### config.mk
export PLATFORM = sky130hd
export DESIGN_NAME = dsal_top
export DESIGN_NICKNAME = d
export VERILOG_FILES = /design/src/dsal_pkg.sv /design/src/dsal_top.sv /design/src/dsal_setup_timer.sv
export SDC_FILE = /design/constraint.sdc
export NUM_CORES = 1
export LEC_CHECK = 0
export ABC_AREA = 1
export BUFFER_PORTS_ARGS = -buffer_cell sky130_fd_sc_hd__buf_2
export CORE_MARGIN = 4
export CORE_UTILIZATION = 45
export CTS_CLUSTER_DIAMETER = 30
export DETAILED_ROUTE_END_ITERATION = 8
export PLACE_DENSITY = 0.8
export SYNTH_ARGS = -nofsm -noshare
export SYNTH_HDL_FRONTEND = slang
export SYNTH_SLANG_ARGS = --single-unit
### constraint.sdc
create_clock -name clk -period 1.7 [get_ports clk]
set_input_delay 0.34 -clock clk [delete_from_list [all_inputs] [get_ports clk]]
set_output_delay 0.34 -clock clk [all_outputs]
set_load 0.005 [all_outputs]
### src/dsal_pkg.sv
// package: constants and carrier types for the data store access and security lock block
`default_nettype none
package dsal_pkg;
   localparam logic [19:0] DSAL_CTL_ADDR     = 20'hf0090;
   localparam logic [7:0]  DSAL_CTL_RESET    = 8'h00;
   localparam int          DSAL_EN_BIT       = 0;
   localparam logic [19:0] DSAL_DF_BASE      = 20'hf1000;
   localparam logic [19:0] DSAL_DF_LAST      = 20'hf1fff;
   localparam logic [19:0] DSAL_BOOT_FIRST   = 20'h00000;
   localparam logic [19:0] DSAL_BOOT_LAST    = 20'h00fff;
   localparam int          DSAL_ERASE_BLOCK_BYTES = 1024;
   localparam int          DSAL_ERASE_SHIFT  = 10;
   localparam int          DSAL_CLK_MHZ      = 250;
   localparam int          DSAL_SETUP_HS_NS  = 5000;
   localparam int          DSAL_SETUP_LS_NS  = 720;
   localparam int          DSAL_SETUP_LV_NS  = 10000;
   localparam int          DSAL_HS_CYC = (DSAL_SETUP_HS_NS * DSAL_CLK_MHZ + 999) / 1000;
   localparam int          DSAL_LS_CYC = (DSAL_SETUP_LS_NS * DSAL_CLK_MHZ + 999) / 1000;
   localparam int          DSAL_LV_CYC = (DSAL_SETUP_LV_NS * DSAL_CLK_MHZ + 999) / 1000;
   localparam int          DSAL_CNT_W  = 12;

   typedef enum logic [1:0] {
      DSAL_MODE_HS = 2'h0,
      DSAL_MODE_LS = 2'h1,
      DSAL_MODE_LV = 2'h2
   } dsal_mode_type;

   typedef enum logic [1:0] {
      DSAL_ST_OFF   = 2'h0,
      DSAL_ST_SETUP = 2'h1,
      DSAL_ST_READY = 2'h3
   } dsal_state_type;

   // cpu load/store access
   typedef struct packed {
      logic        valid;
      logic        write;
      logic        fetch;
      logic        bit_op;
      logic [2:0]  bit_sel;
      logic        wide;
      logic [19:0] addr;
      logic [7:0]  wdata;
   } dsal_cpu_req_type;

   // programming flow command
   typedef struct packed {
      logic        valid;
      logic        serial;
      logic        erase;
      logic        write;
      logic        on_data_store;
      logic [19:0] addr;
   } dsal_prog_cmd_type;

   // security set/release request
   typedef struct packed {
      logic valid;
      logic serial;
      logic release_write;
      logic set_erase;
      logic set_write;
      logic set_boot;
   } dsal_sec_req_type;

   typedef struct packed {
      logic erase_prohibit;
      logic write_prohibit;
      logic boot_prohibit;
   } dsal_sec_type;
endpackage : dsal_pkg
`default_nettype wire

### src/dsal_top.sv
// data store access control and flash security lock
//
// Summary of operation
// erase-prohibit and boot-rewrite-prohibit, once set, are never cleared.
// write-prohibit release refused in self-programming; only serial may release.
// release needs no erase/boot prohibit and both flash areas blank.
// all three prohibitions may be set by serial or self-programming.
// data store erase works on whole one-kilobyte blocks.
// data store accesses are byte wide only; wider ones refused.
// cpu reads return data store bytes once enabled and set up.
// instruction fetch from the data store range is refused.
// code fetch continues while a background data store rewrite runs.
// data store access blocked during code flash self-programming rewrite.
// control register writes ignored while data store rewrite runs.
// stop entry refused while a data store rewrite runs.
// control register resets to zero, data store stopped.
// bit 0 is access enable; bits 7 to 1 read zero.
// control register accepts single-bit and whole-byte writes.
// data store inaccessible for mode-dependent setup time after enable.
// software clears enable before stop during setup time.
// software keeps fast oscillator running, waits 30 us after restart.
// boot region 00000h to 00fffh refuses erase and write when protected.
// write-prohibit refuses serial writes, allows self-programming writes.
// setup delay counter loads on enable rise, clears on fall.
`default_nettype none
module dsal_top (
   input  wire logic                        clk,
   input  wire logic                        rst_n,
   input  wire dsal_pkg::dsal_mode_type     main_mode,
   input  wire dsal_pkg::dsal_cpu_req_type  cpu_req,
   output logic [7:0]                       cpu_rdata,
   output logic                             cpu_rvalid,
   output logic                             cpu_refused,
   output logic                             df_rd_en,
   output logic [19:0]                      df_addr,
   input  wire logic [7:0]                  df_rdata,
   input  wire logic                        code_rewrite_busy,
   input  wire logic                        background_rewrite,
   input  wire logic                        code_area_blank,
   input  wire logic                        data_area_blank,
   input  wire dsal_pkg::dsal_sec_req_type  sec_req,
   output logic                             sec_ack,
   output logic                             sec_nak,
   output dsal_pkg::dsal_sec_type           sec_state,
   input  wire dsal_pkg::dsal_prog_cmd_type prog_cmd,
   output logic                             prog_go,
   output logic                             prog_nak,
   output logic [19:0]                      prog_addr,
   input  wire logic                        stop_req,
   output logic                             stop_grant,
   output logic                             access_ready
);
   import dsal_pkg::*;

   function automatic logic in_data_store(input logic [19:0] a);
      in_data_store = (a >= DSAL_DF_BASE) && (a <= DSAL_DF_LAST);
   endfunction : in_data_store

   logic           ctl_en_reg;
   logic           setup_done;
   dsal_state_type state_reg;
   dsal_state_type state_next;
   dsal_sec_type   sec_reg;
   logic [7:0]     cpu_rdata_reg;
   logic           cpu_rvalid_reg;
   logic           cpu_refused_reg;
   logic           sec_ack_reg;
   logic           sec_nak_reg;
   logic           prog_go_reg;
   logic           prog_nak_reg;
   logic [19:0]    prog_addr_reg;
   logic           stop_grant_reg;
   logic           ctl_hit;
   logic           df_hit;
   logic           df_ok;
   logic [7:0]     ctl_new;
   logic [7:0]     ctl_read;

   assign ctl_hit = cpu_req.valid && !cpu_req.fetch && (cpu_req.addr == DSAL_CTL_ADDR);
   assign df_hit  = cpu_req.valid && in_data_store(cpu_req.addr);
   // upper bits fixed at zero
   assign ctl_read = {7'h00, ctl_en_reg};

   // bit operation merges into current value
   always_comb begin
      ctl_new = cpu_req.wdata;
      if (cpu_req.bit_op) begin
         ctl_new = ctl_read;
         ctl_new[cpu_req.bit_sel] = cpu_req.wdata[0];
      end
   end

   // cleared by reset
   always_ff @(posedge clk) begin
      if (!rst_n) begin
         ctl_en_reg <= DSAL_CTL_RESET[DSAL_EN_BIT];
      // locked during data store rewrite
      end else if (ctl_hit && cpu_req.write && !cpu_req.wide && !background_rewrite) begin
         ctl_en_reg <= ctl_new[DSAL_EN_BIT];
      end
   end

   dsal_setup_timer u_setup (
      .clk    (clk),
      .rst_n  (rst_n),
      .enable (ctl_en_reg),
      .mode   (main_mode),
      .done   (setup_done)
   );

   always_comb begin
      case (state_reg)
         DSAL_ST_OFF:   state_next = ctl_en_reg ? DSAL_ST_SETUP : DSAL_ST_OFF;
         DSAL_ST_SETUP: state_next = !ctl_en_reg ? DSAL_ST_OFF :
                                     (setup_done ? DSAL_ST_READY : DSAL_ST_SETUP);
         DSAL_ST_READY: state_next = ctl_en_reg ? DSAL_ST_READY : DSAL_ST_OFF;
         default:       state_next = DSAL_ST_OFF;
      endcase
   end

   always_ff @(posedge clk) begin
      if (!rst_n) begin
         state_reg <= DSAL_ST_OFF;
      end else begin
         state_reg <= state_next;
      end
   end

   assign access_ready = (state_reg == DSAL_ST_READY);

   // no fetch from data range
   // byte wide only
   // blocked by code rewrite
   // blocked during setup
   assign df_ok = df_hit && !cpu_req.fetch && !cpu_req.wide && !cpu_req.write
                  && !code_rewrite_busy && access_ready;
   // direct cpu read of array
   assign df_rd_en = df_ok;
   assign df_addr  = cpu_req.addr;

   always_ff @(posedge clk) begin
      if (!rst_n) begin
         cpu_rdata_reg   <= 8'h00;
         cpu_rvalid_reg  <= 1'b0;
         cpu_refused_reg <= 1'b0;
      end else begin
         cpu_rvalid_reg  <= 1'b0;
         cpu_refused_reg <= 1'b0;
         if (ctl_hit && !cpu_req.write) begin
            cpu_rdata_reg  <= ctl_read;
            cpu_rvalid_reg <= 1'b1;
         end else if (df_ok) begin
            cpu_rdata_reg  <= df_rdata;
            cpu_rvalid_reg <= 1'b1;
         end else if (df_hit) begin
            // refusal touches only data range, code fetch unaffected
            cpu_rdata_reg   <= 8'h00;
            cpu_refused_reg <= 1'b1;
         end
      end
   end

   assign cpu_rdata   = cpu_rdata_reg;
   assign cpu_rvalid  = cpu_rvalid_reg;
   assign cpu_refused = cpu_refused_reg;

   // security bits live in this block; loss at reset stands in for option storage
   always_ff @(posedge clk) begin
      if (!rst_n) begin
         sec_reg     <= '0;
         sec_ack_reg <= 1'b0;
         sec_nak_reg <= 1'b0;
      end else begin
         sec_ack_reg <= 1'b0;
         sec_nak_reg <= 1'b0;
         if (sec_req.valid) begin
            if (sec_req.release_write) begin
               // self-programming may not release
               // release only when clean and blank
               if (sec_req.serial && !sec_reg.erase_prohibit && !sec_reg.boot_prohibit
                   && code_area_blank && data_area_blank) begin
                  sec_reg.write_prohibit <= sec_req.set_write;
                  sec_ack_reg            <= 1'b1;
               end else begin
                  sec_nak_reg <= 1'b1;
               end
            end else begin
               // either flow sets; R1: only ever ored in
               sec_reg.erase_prohibit <= sec_reg.erase_prohibit | sec_req.set_erase;
               sec_reg.write_prohibit <= sec_reg.write_prohibit | sec_req.set_write;
               sec_reg.boot_prohibit  <= sec_reg.boot_prohibit | sec_req.set_boot;
               sec_ack_reg            <= 1'b1;
            end
         end
      end
   end

   assign sec_state = sec_reg;
   assign sec_ack   = sec_ack_reg;
   assign sec_nak   = sec_nak_reg;

   function automatic logic prog_addr_in_boot(input logic [19:0] a);
      prog_addr_in_boot = (a >= DSAL_BOOT_FIRST) && (a <= DSAL_BOOT_LAST);
   endfunction : prog_addr_in_boot

   logic boot_hit;
   logic cmd_bad;
   assign boot_hit = !prog_cmd.on_data_store && (prog_addr_in_boot(prog_cmd.addr));

   always_comb begin
      cmd_bad = 1'b0;
      // boot region guarded
      if (sec_reg.boot_prohibit && boot_hit && (prog_cmd.erase || prog_cmd.write)) begin
         cmd_bad = 1'b1;
      end
      // write-prohibit only hits serial writes
      if (sec_reg.write_prohibit && prog_cmd.serial && prog_cmd.write
          && !prog_cmd.on_data_store) begin
         cmd_bad = 1'b1;
      end
      if (sec_reg.erase_prohibit && prog_cmd.serial && prog_cmd.erase
          && !prog_cmd.on_data_store) begin
         cmd_bad = 1'b1;
      end
   end

   always_ff @(posedge clk) begin
      if (!rst_n) begin
         prog_go_reg   <= 1'b0;
         prog_nak_reg  <= 1'b0;
         prog_addr_reg <= 20'h00000;
      end else begin
         prog_go_reg  <= 1'b0;
         prog_nak_reg <= 1'b0;
         if (prog_cmd.valid) begin
            prog_go_reg  <= !cmd_bad;
            prog_nak_reg <= cmd_bad;
            // data store erase aligned to whole block
            if (prog_cmd.erase && prog_cmd.on_data_store) begin
               prog_addr_reg <= {prog_cmd.addr[19:DSAL_ERASE_SHIFT],
                                 {DSAL_ERASE_SHIFT{1'b0}}};
            end else begin
               prog_addr_reg <= prog_cmd.addr;
            end
         end
      end
   end

   assign prog_go   = prog_go_reg;
   assign prog_nak  = prog_nak_reg;
   assign prog_addr = prog_addr_reg;

   // stop held off during rewrite
   // setup in progress also holds stop, so software clears enable first
   always_ff @(posedge clk) begin
      if (!rst_n) begin
         stop_grant_reg <= 1'b0;
      end else begin
         stop_grant_reg <= stop_req && !background_rewrite && (state_reg != DSAL_ST_SETUP);
      end
   end

   assign stop_grant = stop_grant_reg;
endmodule : dsal_top
`default_nettype wire

### src/dsal_setup_timer.sv
// setup delay counter for the data store power-up
`default_nettype none
module dsal_setup_timer (
   input  wire logic                  clk,
   input  wire logic                  rst_n,
   input  wire logic                  enable,
   input  wire dsal_pkg::dsal_mode_type mode,
   output logic                       done
);
   import dsal_pkg::*;

   logic [DSAL_CNT_W-1:0] count_reg;
   logic                  enable_d_reg;

   function automatic logic [DSAL_CNT_W-1:0] load_value(input dsal_mode_type m);
      case (m)
         DSAL_MODE_HS: load_value = DSAL_CNT_W'(DSAL_HS_CYC);
         DSAL_MODE_LS: load_value = DSAL_CNT_W'(DSAL_LS_CYC);
         DSAL_MODE_LV: load_value = DSAL_CNT_W'(DSAL_LV_CYC);
         default:      load_value = DSAL_CNT_W'(DSAL_LV_CYC);
      endcase
   endfunction : load_value

   always_ff @(posedge clk) begin
      if (!rst_n) begin
         enable_d_reg <= 1'b0;
      end else begin
         enable_d_reg <= enable;
      end
   end

   // load on rise, clear on fall
   always_ff @(posedge clk) begin
      if (!rst_n) begin
         count_reg <= '0;
      end else if (!enable) begin
         count_reg <= '0;
      end else if (!enable_d_reg) begin
         count_reg <= load_value(mode);
      end else if (count_reg != '0) begin
         count_reg <= count_reg - DSAL_CNT_W'(1);
      end
   end

   // held off until count runs out
   assign done = enable && enable_d_reg && (count_reg == '0);
endmodule : dsal_setup_timer
`default_nettype wire

==> flow_metrics.py <==
metrics = {
    "setup_path": {
        "r2r-start": "u_setup.count_reg[0]$_SDFFE_PN0P_",
        "crit_arrival_ns": 1.25,
        "setup.worst_path.end": "df_rd_en",
        "regToRegSetupSlack_ns": 0.15,
        "critPathKind": "register to output port",
        "reg2reg_depth": 9,
        "r2r_end": "u_setup.count_reg[1]$_SDFFE_PN0P_",
        "crit_chain": "nand2_2, nor2_4, nand3_2, clkinv_2, buf_2",
        "crit_start": "state_reg[0]$_SDFF_PN0_",
        "cp-end-kind": "output port",
        "cp.required_ns": 1.36,
        "cp-start-kind": "register",
        "cp_slowest_cell": "dfxtp_1",
        "path_max_fanout": 8,
        "critPathMaxStageDelay_ns": 0.37,
    },
    "cts": {
        "cts_hold_buf": 0,
        "cts_buffers": 5,
        "clk_pin_slew_ns": 0.09,
        "clk_path_buf_depth": 2,
        "root_buffer": "clkbuf_8",
        "cts_tree": "built",
        "cts-htree-levels": 2,
        "clkSinkCount": 54,
        "clk-insertion-delay-late_ns": 0.30,
    },
    "timing": {
        "rsz0062_at_grt": "false",
        "setup_viol_count_final": 0,
        "hold_viol_final": 0,
        "tightest_slew_ns": 0.439,
        "tns_ns": 0,
        "slew_headroom_pct": 70.7,
        "timing.final.max_slew_violations": 0,
        "finalCritPeriodShare_pct": 93.6,
        "fmax_mhz": 629,
        "finalClockSkew_ns": 0.00709,
        "fin_ws_ns": 0.109,
        "whs_ns": 0.244,
        "fin_crit_ns": 1.59,
    },
    "global_route": {
        "grt_pass1_wl_um": 11300,
        "grt_pass1_vias": 2625,
        "gr-total-overflow": 0,
        "track_usage_pct": 18.9,
        "grt_start_max_net_pins": 24,
        "antenna_found_initial": 0,
    },
    "synthesis": {
        "ys_warn_count": 0,
        "synth_top_cells_by_area": "dfxtp_1 (40%), nand2_1 (11%), nor2_1 (8.4%)",
        "synth-seq-cells": 54,
        "synth_edf_count": 0,
        "seq_area_frac_synth_pct": 40.4,
        "synthArstFlopShare_pct": 0,
        "synth_area_per_cell_um2": 7.12,
        "syn_inst": 376,
        "yosys.area.top_type": "dfxtp_1",
        "yosysTopAreaCellShare_pct": 40.4,
        "synth_flop_cell": "dfxtp_1",
        "syn_nets": 461,
        "yosysUniqueCellTypes": 35,
        "syn-cell-area_um2": 2680,
    },
    "outcome": {
        "status": "finished, final reports clean",
    },
    "power": {
        "p_leak_uw": 0.00187,
        "ir_drop_mv": 0.440,
        "power_density_nw_per_um2": 686,
    },
    "floorplanning": {
        "start_util_pct": 47.5,
        "die_y_um": 85.2,
        "placementRows": 27,
        "die_x_um": 85.2,
        "io_pins": 144,
        "core_area_um2": 5640,
        "die_area_um2": 7250,
    },
    "routing": {
        "vias": 2718,
        "viasPerCell": 4.80,
        "wl_um": 6900,
        "drtPass1Iterations": 4,
        "drc_errors": 0,
        "wl_per_cell_um": 12.2,
        "ant_nets": 0,
        "drtIter0Drc": 154,
    },
    "final_layout": {
        "largest_reg_flops": 20,
        "area_growth_pct": 26.0,
        "finalNonFillerCells": 566,
        "nNetsFinal": 579,
        "regArea_um2": 1080,
        "n_antenna_cell": 0,
        "final_common_cell": "buf_2",
        "nFillCells": 543,
        "drive_gt1_share_pct": 33.4,
        "final_cell_mix": "buf_2 (136), nand2_1 (78), nor2_1 (59)",
        "multi_input_comb_area_um2": 1230,
    },
    "worst_hold_path": {
        "hold_class": "input pin to register",
    },
    "flow_run": {
        "max_cap_violations": 0,
    },
    "place": {
        "dp_slack_ns": 0.138,
        "gp_congestion": 0.849,
        "place_hpwl_um": 5520,
        "dp_cells": 559,
        "port-buffer-count": 136,
    },
}
## synthesized netlist by cell type (all sizes together), types with 2 or more instances
library cell	instances
a211oi	2
a21oi	19
and3	2
buf	24
clkbuf	4
clkinv	2
dfxtp	54
inv	49
nand2	83
nand3	22
nand4	5
nor2	67
nor3	9
o211ai	10
o21ai	17
xor2	2
## layout make-up
| cell class | count | share of cell area [%] |
|---|---|---|
| Sequential cell | 54 | 32.0 |
| Timing Repair Buffer | 139 | 20.8 |
| Inverter | 51 | 5.71 |
| Clock buffer | 7 | 2.26 |
| Tap cell | 72 | 2.67 |
| Multi-Input combinational cell | 243 | 36.5 |
## routing by layer
layer	global-route usage (%)	up-vias	share of wire, %
li1	-	1403	-
met1	22.1	1194	40
met2	33.0	115	48
met3	6.31	6	11
met4	5.18	0	0.87
met5	0	-	0
## critical path: cells and delay by family, from the launching register on
| kind | cells | cell delay (ns) |
|---|---|---|
| simple gates | 3 | 0.35 |
| buf+inv | 2 | 0.23 |
| flops | 1 | 0.37 |
## cells by family (layout without fill, tap and decap cells)
logic type | Yosys count | in the layout | share of synthesized area (%)
buffers and inverters | 79 | 197 | 14.1
DFF | 54 | 54 | 40.4
AOI/OAI and AO/OA | 50 | 50 | 10.8
and+or+nand+nor | 190 | 190 | 33.7
adders and majority gates | 1 | 1 | 0.467
xor gates and xnor gates | 2 | 2 | 0.654
## repair_timing
item / in CTS / in global routing
hold endpoints to repair: 0 / 0
buffers inserted: 0 / 0
gates resized for setup: 1 / 2
endpoints found under the setup margin: 1 / 1
pin swaps: 0 / 0
## metrics by stage
stage	power (uW)	cell area (um2)	util [%]
after floorplan	1510	2680	-
after global placement	1660	3290	58.3
after detailed placement	1670	3290	58.3
after CTS	2340	3370	59.7
after global routing	2440	3370	59.8
final	2310	3370	59.8
## how the worst min path moves through the flow
stage | startpoint | endpoint | slack, ns | cells past startpoint
2_1_floorplan | state_reg[0]$_SDFF_PN0_ | stop_grant$_SDFF_PN0_ | 0.43 | 1
6_report | sec_req[1] | sec_state[1]$_SDFFE_PN0P_ | 0.24 | 3
3_5_place_dp | state_reg[1]$_SDFF_PN0_ | state_reg[0]$_SDFF_PN0_ | 0.45 | 1
5_1_grt | sec_req[1] | sec_state[1]$_SDFFE_PN0P_ | 0.24 | 3
4_1_cts | sec_req[1] | sec_state[1]$_SDFFE_PN0P_ | 0.23 | 3
3_3_place_gp | state_reg[0]$_SDFF_PN0_ | stop_grant$_SDFF_PN0_ | 0.44 | 1
## where the power goes
| group | leakage (uW) | total [uW] | internal, uW | switching (uW) |
|---|---|---|---|---|
| Combinational | 0.00139 | 318 | 152 | 166 |
| Clock | 0.0000383 | 673 | 285 | 388 |
| Sequential | 0.000441 | 1320 | 1310 | 19.4 |
Note: power is estimated with default switching activity, not from simulation.
